### config.mk
export PLATFORM = sky130hd
export DESIGN_NAME = spi_master_slave_port
export DESIGN_NICKNAME = d
export VERILOG_FILES = /design/src/verilog/spi_port_pkg.sv /design/src/verilog/spi_fifo.sv /design/src/verilog/spi_rate_gen.sv /design/src/verilog/spi_master_slave_port.sv
export SDC_FILE = /design/constraint.sdc
export NUM_CORES = 1
export LEC_CHECK = 0
export BUFFER_PORTS_ARGS = -buffer_cell sky130_fd_sc_hd__buf_2
export CORE_MARGIN = 2
export CORE_UTILIZATION = 61
export CTS_CLUSTER_DIAMETER = 100
export CTS_CLUSTER_SIZE = 40
export DETAILED_ROUTE_END_ITERATION = 10
export PLACE_DENSITY = 0.77
export SYNTH_ARGS = -nofsm -noshare
export SYNTH_HDL_FRONTEND = slang
export SYNTH_SLANG_ARGS = --single-unit
### constraint.sdc
create_clock -name CORE_CLK -period 6.9 [get_ports CORE_CLK]
set_clock_uncertainty 0.15 [all_clocks]
set_input_delay 0.345 -clock CORE_CLK [delete_from_list [all_inputs] [get_ports CORE_CLK]]
set_output_delay 0.345 -clock CORE_CLK [all_outputs]
set_load 0.005 [all_outputs]
### src/verilog/spi_port_pkg.sv
// constants and types shared by the serial peripheral port
// What this block does
// - outputs drive pins only with direction bit set
// - role inputs are inputs whatever the direction bit
// - miso input as master, output as slave
// - mosi output as master, input as slave
// - both data lines shift msb first
// - unselected slave floats its miso output
// - one byte per exactly eight serial clocks
// - only master drives sck; slave samples it
// - polarity and phase pick four timings
// - master presents data half period before capture
// - rate bits matter only in master mode
// - master bit rate never above 1.5 MHz
// - slave accepts bit rates up to 3 MHz
// - master or slave; clock on own line
// - full duplex: one bit out, one in
// - master sck is clock over 2,4,16,32
// - idle master sck equals polarity bit
package spi_port_pkg;
  localparam int CLK_MHZ            = 200;
  localparam int MASTER_MAX_KHZ     = 1500;
  localparam int SLAVE_MAX_KHZ      = 3000;
  // processor clock seen by the port is the core clock pre-divided to keep the master rate legal
  localparam int EPRE_DIV           = (CLK_MHZ * 1000 + 2 * MASTER_MAX_KHZ - 1) / (2 * MASTER_MAX_KHZ);
  localparam int BITS_PER_BYTE      = 8;
  localparam int DIV_SEL0           = 2;
  localparam int DIV_SEL1           = 4;
  localparam int DIV_SEL2           = 16;
  localparam int DIV_SEL3           = 32;
  localparam int FIFO_DEPTH         = 16;
  localparam int DATA_W             = 8;
  localparam logic [7:0] SHIFT_RST  = 8'h00;
  typedef enum logic [2:0] {
    M_IDLE  = 3'b001,
    M_SHIFT = 3'b010,
    M_DONE  = 3'b100
  } mstate_t;
endpackage : spi_port_pkg

### src/verilog/spi_fifo.sv
// small synchronous fifo with valid/ready on both sides
`timescale 1ns/100ps
module spi_fifo #(
  parameter int WIDTH = 8,
  parameter int DEPTH = 16
) (
  input  wire logic             clk,
  input  wire logic             rst,
  input  wire logic             ce,
  input  wire logic [WIDTH-1:0] in_data,
  input  wire logic             in_valid,
  output      logic             in_ready,
  output      logic [WIDTH-1:0] out_data,
  output      logic             out_valid,
  input  wire logic             out_ready
);
  localparam int AW = $clog2(DEPTH);
  logic [WIDTH-1:0] mem [DEPTH];
  logic [AW-1:0]    wr_ptr, rd_ptr, next_wr_ptr, next_rd_ptr;
  logic [AW:0]      count, next_count;
  logic             push, pop;

  // honest full and empty from the occupancy count
  always_comb
  begin
    in_ready    = (count != (AW+1)'(DEPTH));
    out_valid   = (count != '0);
    push        = in_valid && in_ready;
    pop         = out_valid && out_ready;
    next_wr_ptr = push ? wr_ptr + 1'b1 : wr_ptr;
    next_rd_ptr = pop ? rd_ptr + 1'b1 : rd_ptr;
    next_count  = count + (AW+1)'(push) - (AW+1)'(pop);
  end

  always_ff @(posedge clk)
  begin
    if (rst)
    begin
      wr_ptr <= '0;
      rd_ptr <= '0;
      count  <= '0;
    end
    else if (ce)
    begin
      wr_ptr <= next_wr_ptr;
      rd_ptr <= next_rd_ptr;
      count  <= next_count;
      if (push)
        mem[wr_ptr] <= in_data;
    end
  end

  // head word shown directly; storage array acts as the output register
  assign out_data = mem[rd_ptr];
endmodule : spi_fifo

### src/verilog/spi_rate_gen.sv
// master bit-rate tick generator for the four rate codes
`timescale 1ns/100ps
module spi_rate_gen #(
  parameter int PRE = 67
) (
  input  wire logic       clk,
  input  wire logic       rst,
  input  wire logic       ce,
  input  wire logic       run,
  input  wire logic [1:0] rate,
  output      logic       half_tick
);
  logic [7:0] pre_cnt, next_pre_cnt;
  logic [4:0] div_cnt, next_div_cnt;
  logic [4:0] half_len;
  logic       etick;

  // half period in processor clocks per rate code
  always_comb
  begin
    unique case (rate)
      2'b00: half_len = 5'(spi_port_pkg::DIV_SEL0 / 2);
      2'b01: half_len = 5'(spi_port_pkg::DIV_SEL1 / 2);
      2'b10: half_len = 5'(spi_port_pkg::DIV_SEL2 / 2);
      default: half_len = 5'(spi_port_pkg::DIV_SEL3 / 2);
    endcase
    etick        = (pre_cnt == 8'(PRE - 1));
    next_pre_cnt = (!run || etick) ? 8'h00 : pre_cnt + 8'h01;
    next_div_cnt = div_cnt;
    half_tick    = 1'b0;
    if (!run)
      next_div_cnt = 5'h00;
    else if (etick)
    begin
      if (div_cnt == half_len - 5'h01)
      begin
        next_div_cnt = 5'h00;
        half_tick    = 1'b1;
      end
      else
        next_div_cnt = div_cnt + 5'h01;
    end
  end

  always_ff @(posedge clk)
  begin
    if (rst)
    begin
      pre_cnt <= 8'h00;
      div_cnt <= 5'h00;
    end
    else if (ce)
    begin
      pre_cnt <= next_pre_cnt;
      div_cnt <= next_div_cnt;
    end
  end
endmodule : spi_rate_gen

### src/verilog/spi_master_slave_port.sv
// serial peripheral port, master or slave, with transmit fifo
`timescale 1ns/100ps
module spi_master_slave_port #(
  parameter int DEPTH = spi_port_pkg::FIFO_DEPTH,
  parameter int PRE   = spi_port_pkg::EPRE_DIV
) (
  input  wire logic       CORE_CLK,
  input  wire logic       RST,
  input  wire logic       CE,
  input  wire logic       ENABLE,
  input  wire logic       MASTER_MODE,
  input  wire logic       CLOCK_POLARITY_BIT,
  input  wire logic       CLOCK_PHASE_BIT,
  input  wire logic       RATE_SELECT_LOW,
  input  wire logic       RATE_SELECT_HIGH,
  input  wire logic       DIR_MISO,
  input  wire logic       DIR_MOSI,
  input  wire logic       DIR_SCK,
  input  wire logic [7:0] TX_DATA,
  input  wire logic       TX_VALID,
  output      logic       TX_READY,
  output      logic [7:0] RX_DATA,
  output      logic       RX_VALID,
  output      logic       BUSY,
  input  wire logic       MISO_IN,
  output      logic       MISO_OUT,
  output      logic       MISO_OE_N,
  input  wire logic       MOSI_IN,
  output      logic       MOSI_OUT,
  output      logic       MOSI_OE_N,
  input  wire logic       SCK_IN,
  output      logic       SCK_OUT,
  output      logic       SCK_OE_N,
  input  wire logic       SS_N_IN
);
  logic [7:0] fifo_data;
  logic       fifo_valid, fifo_pop;
  logic       half_tick;
  logic       master, slave_sel;

  // fifo between the user and the shift register; stalls user when full
  spi_fifo #(.WIDTH(spi_port_pkg::DATA_W), .DEPTH(DEPTH)) u_fifo (
    .clk       (CORE_CLK),
    .rst       (RST),
    .ce        (CE),
    .in_data   (TX_DATA),
    .in_valid  (TX_VALID),
    .in_ready  (TX_READY),
    .out_data  (fifo_data),
    .out_valid (fifo_valid),
    .out_ready (fifo_pop)
  );

  spi_port_pkg::mstate_t state, next_state;
  logic [7:0] shreg, next_shreg;
  logic [3:0] edges, next_edges;
  logic       sck_lvl, next_sck_lvl;
  logic       in_bit, next_in_bit;
  logic [7:0] rx, next_rx;
  logic       rxv, next_rxv;
  logic       sck_d, next_sck_d;
  logic       ss_d, next_ss_d;
  logic       sl_bits_z;
  logic [3:0] sl_cnt, next_sl_cnt;
  logic       sl_load, next_sl_load;

  // role selects: the generator only runs as master, so rate bits only matter then
  assign master    = ENABLE && MASTER_MODE;
  assign slave_sel = ENABLE && !MASTER_MODE && !SS_N_IN;

  // clock over 2,4,16,32 of the pre-divided processor clock
  spi_rate_gen #(.PRE(PRE)) u_rate (
    .clk       (CORE_CLK),
    .rst       (RST),
    .ce        (CE),
    .run       (master && state == spi_port_pkg::M_SHIFT),
    .rate      ({RATE_SELECT_HIGH, RATE_SELECT_LOW}),
    .half_tick (half_tick)
  );

  logic mode_a;
  logic sck_lead, sck_trail, s_sample, s_shift;
  logic sck_eff;
  assign mode_a    = ~CLOCK_PHASE_BIT;
  // slave edge detect on the synchronous pin; 200 MHz sampling covers 3 MHz easily
  assign sck_eff   = SCK_IN ^ CLOCK_POLARITY_BIT;
  assign sck_lead  = sck_eff && !sck_d;
  assign sck_trail = !sck_eff && sck_d;
  assign s_sample  = mode_a ? sck_lead : sck_trail;
  assign s_shift   = mode_a ? sck_trail : sck_lead;
  assign sl_bits_z = (sl_cnt == 4'h0);
  assign fifo_pop  = fifo_valid && ((master && state == spi_port_pkg::M_IDLE) ||
                     (!master && slave_sel && sl_load));

  // shift engine for both roles: one bit out and one bit in per clock
  always_comb
  begin
    next_state   = state;
    next_shreg   = shreg;
    next_edges   = edges;
    next_sck_lvl = sck_lvl;
    next_in_bit  = in_bit;
    next_rx      = rx;
    next_rxv     = 1'b0;
    next_sck_d   = sck_eff;
    next_ss_d    = SS_N_IN;
    next_sl_cnt  = sl_cnt;
    next_sl_load = sl_load;
    if (master)
    begin
      unique case (state)
        spi_port_pkg::M_IDLE:
        begin
          next_sck_lvl = 1'b0;
          if (fifo_valid)
          begin
            next_shreg = fifo_data;
            next_edges = 4'h0;
            next_state = spi_port_pkg::M_SHIFT;
          end
        end
        spi_port_pkg::M_SHIFT:
          if (half_tick)
          begin
            next_sck_lvl = ~sck_lvl;
            next_edges   = edges + 4'h1;
            // leading edges sample in phase 0, trailing edges in phase 1
            if (sck_lvl == CLOCK_PHASE_BIT)
              next_in_bit = MISO_IN;
            else if (edges != 4'h0)                                        // keep msb for edge one
              next_shreg = {shreg[6:0], in_bit};
            if (edges == 4'(2 * spi_port_pkg::BITS_PER_BYTE - 1))
              next_state = spi_port_pkg::M_DONE;
          end
        spi_port_pkg::M_DONE:
        begin
          // phase 1 still owes the shift for the sample of the last edge
          next_shreg = mode_a ? shreg : {shreg[6:0], in_bit};
          next_rx    = mode_a ? shreg : {shreg[6:0], in_bit};
          next_rxv   = 1'b1;
          next_state = spi_port_pkg::M_IDLE;
        end
        default: next_state = spi_port_pkg::M_IDLE;
      endcase
    end
    else
    begin
      next_state   = spi_port_pkg::M_IDLE;
      next_sck_lvl = 1'b0;
      if (!slave_sel)
      begin
        // deselect ends the character; phase 0 needs this between bytes
        next_sl_cnt  = 4'h0;
        next_sl_load = 1'b1;
      end
      else
      begin
        if (sl_load)
        begin
          next_shreg   = fifo_valid ? fifo_data : spi_port_pkg::SHIFT_RST;
          next_sl_load = 1'b0;
        end
        if (s_sample)
          next_in_bit = MOSI_IN;
        // no shift before the first sample: msb must stand for the first capture
        if (s_shift && !sl_bits_z)
          next_shreg = {shreg[6:0], in_bit};
        if (s_sample)
        begin
          next_sl_cnt = sl_cnt + 4'h1;
          if (sl_cnt == 4'(spi_port_pkg::BITS_PER_BYTE - 1))
          begin
            next_rx      = {shreg[6:0], MOSI_IN};
            next_rxv     = 1'b1;
            next_sl_cnt  = 4'h0;
            next_sl_load = !mode_a;
          end
        end
      end
    end
  end

  always_ff @(posedge CORE_CLK)
  begin
    if (RST)
    begin
      state   <= spi_port_pkg::M_IDLE;
      shreg   <= spi_port_pkg::SHIFT_RST;
      edges   <= 4'h0;
      sck_lvl <= 1'b0;
      in_bit  <= 1'b0;
      rx      <= 8'h00;
      rxv     <= 1'b0;
      sck_d   <= 1'b0;
      ss_d    <= 1'b1;
      sl_cnt  <= 4'h0;
      sl_load <= 1'b1;
    end
    else if (CE)
    begin
      state   <= next_state;
      shreg   <= next_shreg;
      edges   <= next_edges;
      sck_lvl <= next_sck_lvl;
      in_bit  <= next_in_bit;
      rx      <= next_rx;
      rxv     <= next_rxv;
      sck_d   <= next_sck_d;
      ss_d    <= next_ss_d;
      sl_cnt  <= next_sl_cnt;
      sl_load <= next_sl_load;
    end
  end

  // pin drive: output only with direction bit and in its own role
  always_comb
  begin
    MOSI_OUT  = shreg[7];
    MISO_OUT  = shreg[7];
    SCK_OUT   = sck_lvl ^ CLOCK_POLARITY_BIT;
    MOSI_OE_N = !(master && DIR_MOSI);
    SCK_OE_N  = !(master && DIR_SCK);
    MISO_OE_N = !(slave_sel && DIR_MISO);
  end

  assign RX_DATA  = rx;
  assign RX_VALID = rxv;
  assign BUSY     = (state != spi_port_pkg::M_IDLE) || (slave_sel && !sl_bits_z);
endmodule : spi_master_slave_port

==> flow_summary.json <==
{
  "status": "finished, final reports clean",
  "clock_tree.htree_level_count": 4,
  "drt_pass1_iterations": 5,
  "wire_length_of_the_first_global_routing_pass_um": 27900,
  "num_io_pins": 42,
  "clock_latency_ns": 0.44,
  "power.share.sequential_pct": 50.4,
  "clock_pin_slew_on_the_worst_setup_and_hold_paths_ns": 0.08,
  "area.growth.synth_to_final_pct": 10.1,
  "floorplan.core_area_mm2": 0.0138,
  "timing.final.crit_period_ns": 3.38,
  "timing.fmax_ghz": 0.296,
  "synth_area_per_cell_um2": 13.2,
  "crit_arrival_ns": 3.54,
  "library_cell_occupying_the_most_area_in_the_post_synthesis_netlist": "sky130_fd_sc_hd__edfxtp_1",
  "ys_ff_latch": 190,
  "worst_setup_path_class": "register to register",
  "maxCapViolCount": 0,
  "min_delay_path_depth": 1,
  "nNetsFinal": 726,
  "num-fill-cells": 972,
  "finalMaxSlewViolations": 0,
  "critPathTopFamily": "adder cells",
  "fin_util_pct": 68.3,
  "setup-tns-final_ns": 0,
  "worst_hold_path_type": "input pin to register",
  "sink_count_of_the_clock_tree": 190,
  "maximum_number_of_pins_on_one_net_before_global_route_repair": 63,
  "floorplan.rows": 43,
  "die_x_um": 122,
  "syn_area_mm2": 0.00855,
  "synth_cells": 647,
  "cts.path.max_buffers": 2,
  "post_layout_nonfiller_instances": 874,
  "power.share.combinational_pct": 12.4,
  "ys_dominant_reg_cell": "sky130_fd_sc_hd__edfxtp_1",
  "worst_hold_startpoint": "TX_DATA[4]",
  "synth_async_sr_flop_share_pct": 0,
  "num_antenna_cells": 0,
  "clock_root_buffer": "sky130_fd_sc_hd__clkbuf_16",
  "die_ht_um": 122,
  "yosys-top-cells-area": "sky130_fd_sc_hd__edfxtp_1 (45%), sky130_fd_sc_hd__dfxtp_1 (15%), sky130_fd_sc_hd__mux4_2 (9.0%)",
  "path_buf_inv": 2,
  "placed_area_mm2": 0.00884,
  "r2r-end": "u_fifo.count[4]",
  "rsz_0062_raised_after_global_routing": "false",
  "antenna_left": 0,
  "crit_path_max_incr_delay_ns": 0.45,
  "ctsHoldBuffers": 0,
  "netSwitchingFraction_pct": 26.2,
  "final_layout_size_suffix_gt1_share_pct": 17.7,
  "synth_edf_count": 128,
  "finalPower_uw": 2510,
  "ys_top_cells_by_count": "sky130_fd_sc_hd__edfxtp_1 (128), sky130_fd_sc_hd__nor2_1 (67), sky130_fd_sc_hd__dfxtp_1 (62), sky130_fd_sc_hd__nand2_1 (41), sky130_fd_sc_hd__mux4_2 (34)",
  "dr_total_vias": 5457,
  "hold_viol": 0,
  "cell_internal_pwr_uw": 1850,
  "drc_errors": 0,
  "max-vdd-ir-drop_v": 0.000230,
  "antenna_violations_before_repair": 0,
  "io_buffer_count": 41,
  "cts_inserted_buffers": 17,
  "wl_per_cell_um": 20.2,
  "crit_path_top_delay_cell": "sky130_fd_sc_hd__dfxtp_1",
  "min_period_over_period_pct": 49.0,
  "post_drt_via_cell_ratio": 6.24,
  "yosys_warnings": 0,
  "power.switching_uw": 657,
  "route.final.wire_length_um": 17600,
  "fp.dieArea_mm2": 0.0150,
  "crit_path_start_kind": "register",
  "worst-path-max-fanout": 9,
  "worst-endpoint-required_ns": 7.05,
  "synth_cell_types": 72,
  "relative_max_transition_margin_pct": 33.6,
  "leakagePower_uw": 0.00318,
  "detailedPlacementHpwl_um": 11900,
  "rrSetupSlack_ns": 3.52,
  "timing.critical_path.cells": "nor3b_2, nand2_1, a21oi_1, ha_1, inv_1, ha_1, inv_1, fa_1, nand2b_1, a21oi_1, o21a_1, o21ai_1, xor2_1, nor2_1",
  "gp_routability_congestion": 0.860,
  "worst_r2r_path_depth": 14,
  "r2r-start": "state[0]",
  "hold_path_end": "u_fifo.mem[12][4]",
  "power.share.clock_pct": 37.2,
  "cts_tree": "yes",
  "grt_pass1_vias": 5423,
  "postLayoutCellArea_mm2": 0.00941,
  "cts_post_setup_buffers_inserted": 0,
  "power-per-cell-area_mw_per_mm2": 266,
  "end_kind": "register",
  "post-synth-top-area-fraction_pct": 45.0,
  "grt.overflow.total": 0,
  "setup_viol": 0,
  "initial_utilization_pct": 62.1,
  "place_inst": 842,
  "mappedNetlistNets": 692,
  "yosys.cell_count.top_type": "sky130_fd_sc_hd__edfxtp_1",
  "grt.total_usage_pct": 25.0,
  "max_slew.worst_pin.slew_ns": 0.992,
  "seq_area_frac_synth_pct": 59.5,
  "post_cts_resize_count": 0,
  "first_iter_violations": 542
}
==> power groups by stage <==
stage | clock network (uW) | logic [uW] | registers [uW]
3_5_place_dp | 0 | 308 | 1290
4_1_cts | 942 | 312 | 1260
3_3_place_gp | 0 | 295 | 1290
2_1_floorplan | 0 | 240 | 1280
6_report | 932 | 312 | 1260
5_1_grt | 991 | 346 | 1270
==> layer usage <==
layer,vias up,share of wire (%),GRT usage [%]
met5,-,0,0
met4,0,3.0,10.6
met3,41,5.5,5.95
met2,187,52,43.6
met1,2694,40,29.6
li1,2535,-,-
==> sequential cells by signal, summed over array words and instances (netlist names), named ones only <==
register	count
RX_DATA	8
u_fifo.mem	128
sck_lvl	1
u_rate.div_cnt	5
u_fifo.rd_ptr	4
shreg	8
sl_load	1
u_fifo.wr_ptr	4
u_fifo.count	5
u_rate.pre_cnt	8
sck_d	1
in_bit	1
state	3
sl_cnt	4
edges	4
RX_VALID	1
==> cells by family after synthesis <==
| kind of cell | Yosys count | share of synthesized area, % |
|---|---|---|
| XOR/XNOR | 21 | 2.24 |
| AO/OA/AOI/OAI | 107 | 8.71 |
| buffers and inverters | 49 | 2.75 |
| AND/OR/NAND/NOR | 208 | 12.7 |
| flip-flops | 190 | 59.5 |
| multiplexers | 52 | 11.1 |
| adder cells (fa/ha/maj) | 20 | 3.01 |
==> area by class of cell <==
cell class / count / area, um2 / area share [%]
well taps: 180 / 225 / 2.39
inverters: 20 / 75.1 / 0.798
clock buffers: 17 / 425 / 4.52
flip-flops and latches: 190 / 5090 / 54.0
clock inverters: 15 / 143 / 1.52
multi-input cells: 408 / 3230 / 34.3
repair buffers: 44 / 228 / 2.42
==> metrics by stage <==
step / hold WS, ns / worst slack (ns)
finish: 0.132 / 3.52
floorplan: 0.294 / 3.94
global route: 0.144 / 3.23
global placement: 0.331 / 3.61
detailed placement: 0.343 / 3.44
CTS: 0.127 / 3.55
==> worst max path at each step <==
stage | startpoint | to | cells after the start
final | state[0] | u_fifo.count[4] | 14
after global routing | state[0] | u_fifo.count[4] | 14
after CTS | state[0] | u_fifo.count[4] | 14
after detailed placement | MASTER_MODE | u_fifo.count[4] | 15
after global placement | MASTER_MODE | u_fifo.count[4] | 15
after floorplan | MASTER_MODE | u_fifo.count[4] | 15
==> layout by cell type (no fill, tap or decap), drive strengths merged, types with 16 or more instances in the layout <==
cell,count
nand3,16
nand2,41
mux4,34
nor2,67
ha,19
mux2i,16
a211oi,16
edfxtp,128
a21oi,32
clkbuf,17
buf,44
inv,29
dfxtp,62
(Power assumes the default switching activity.)
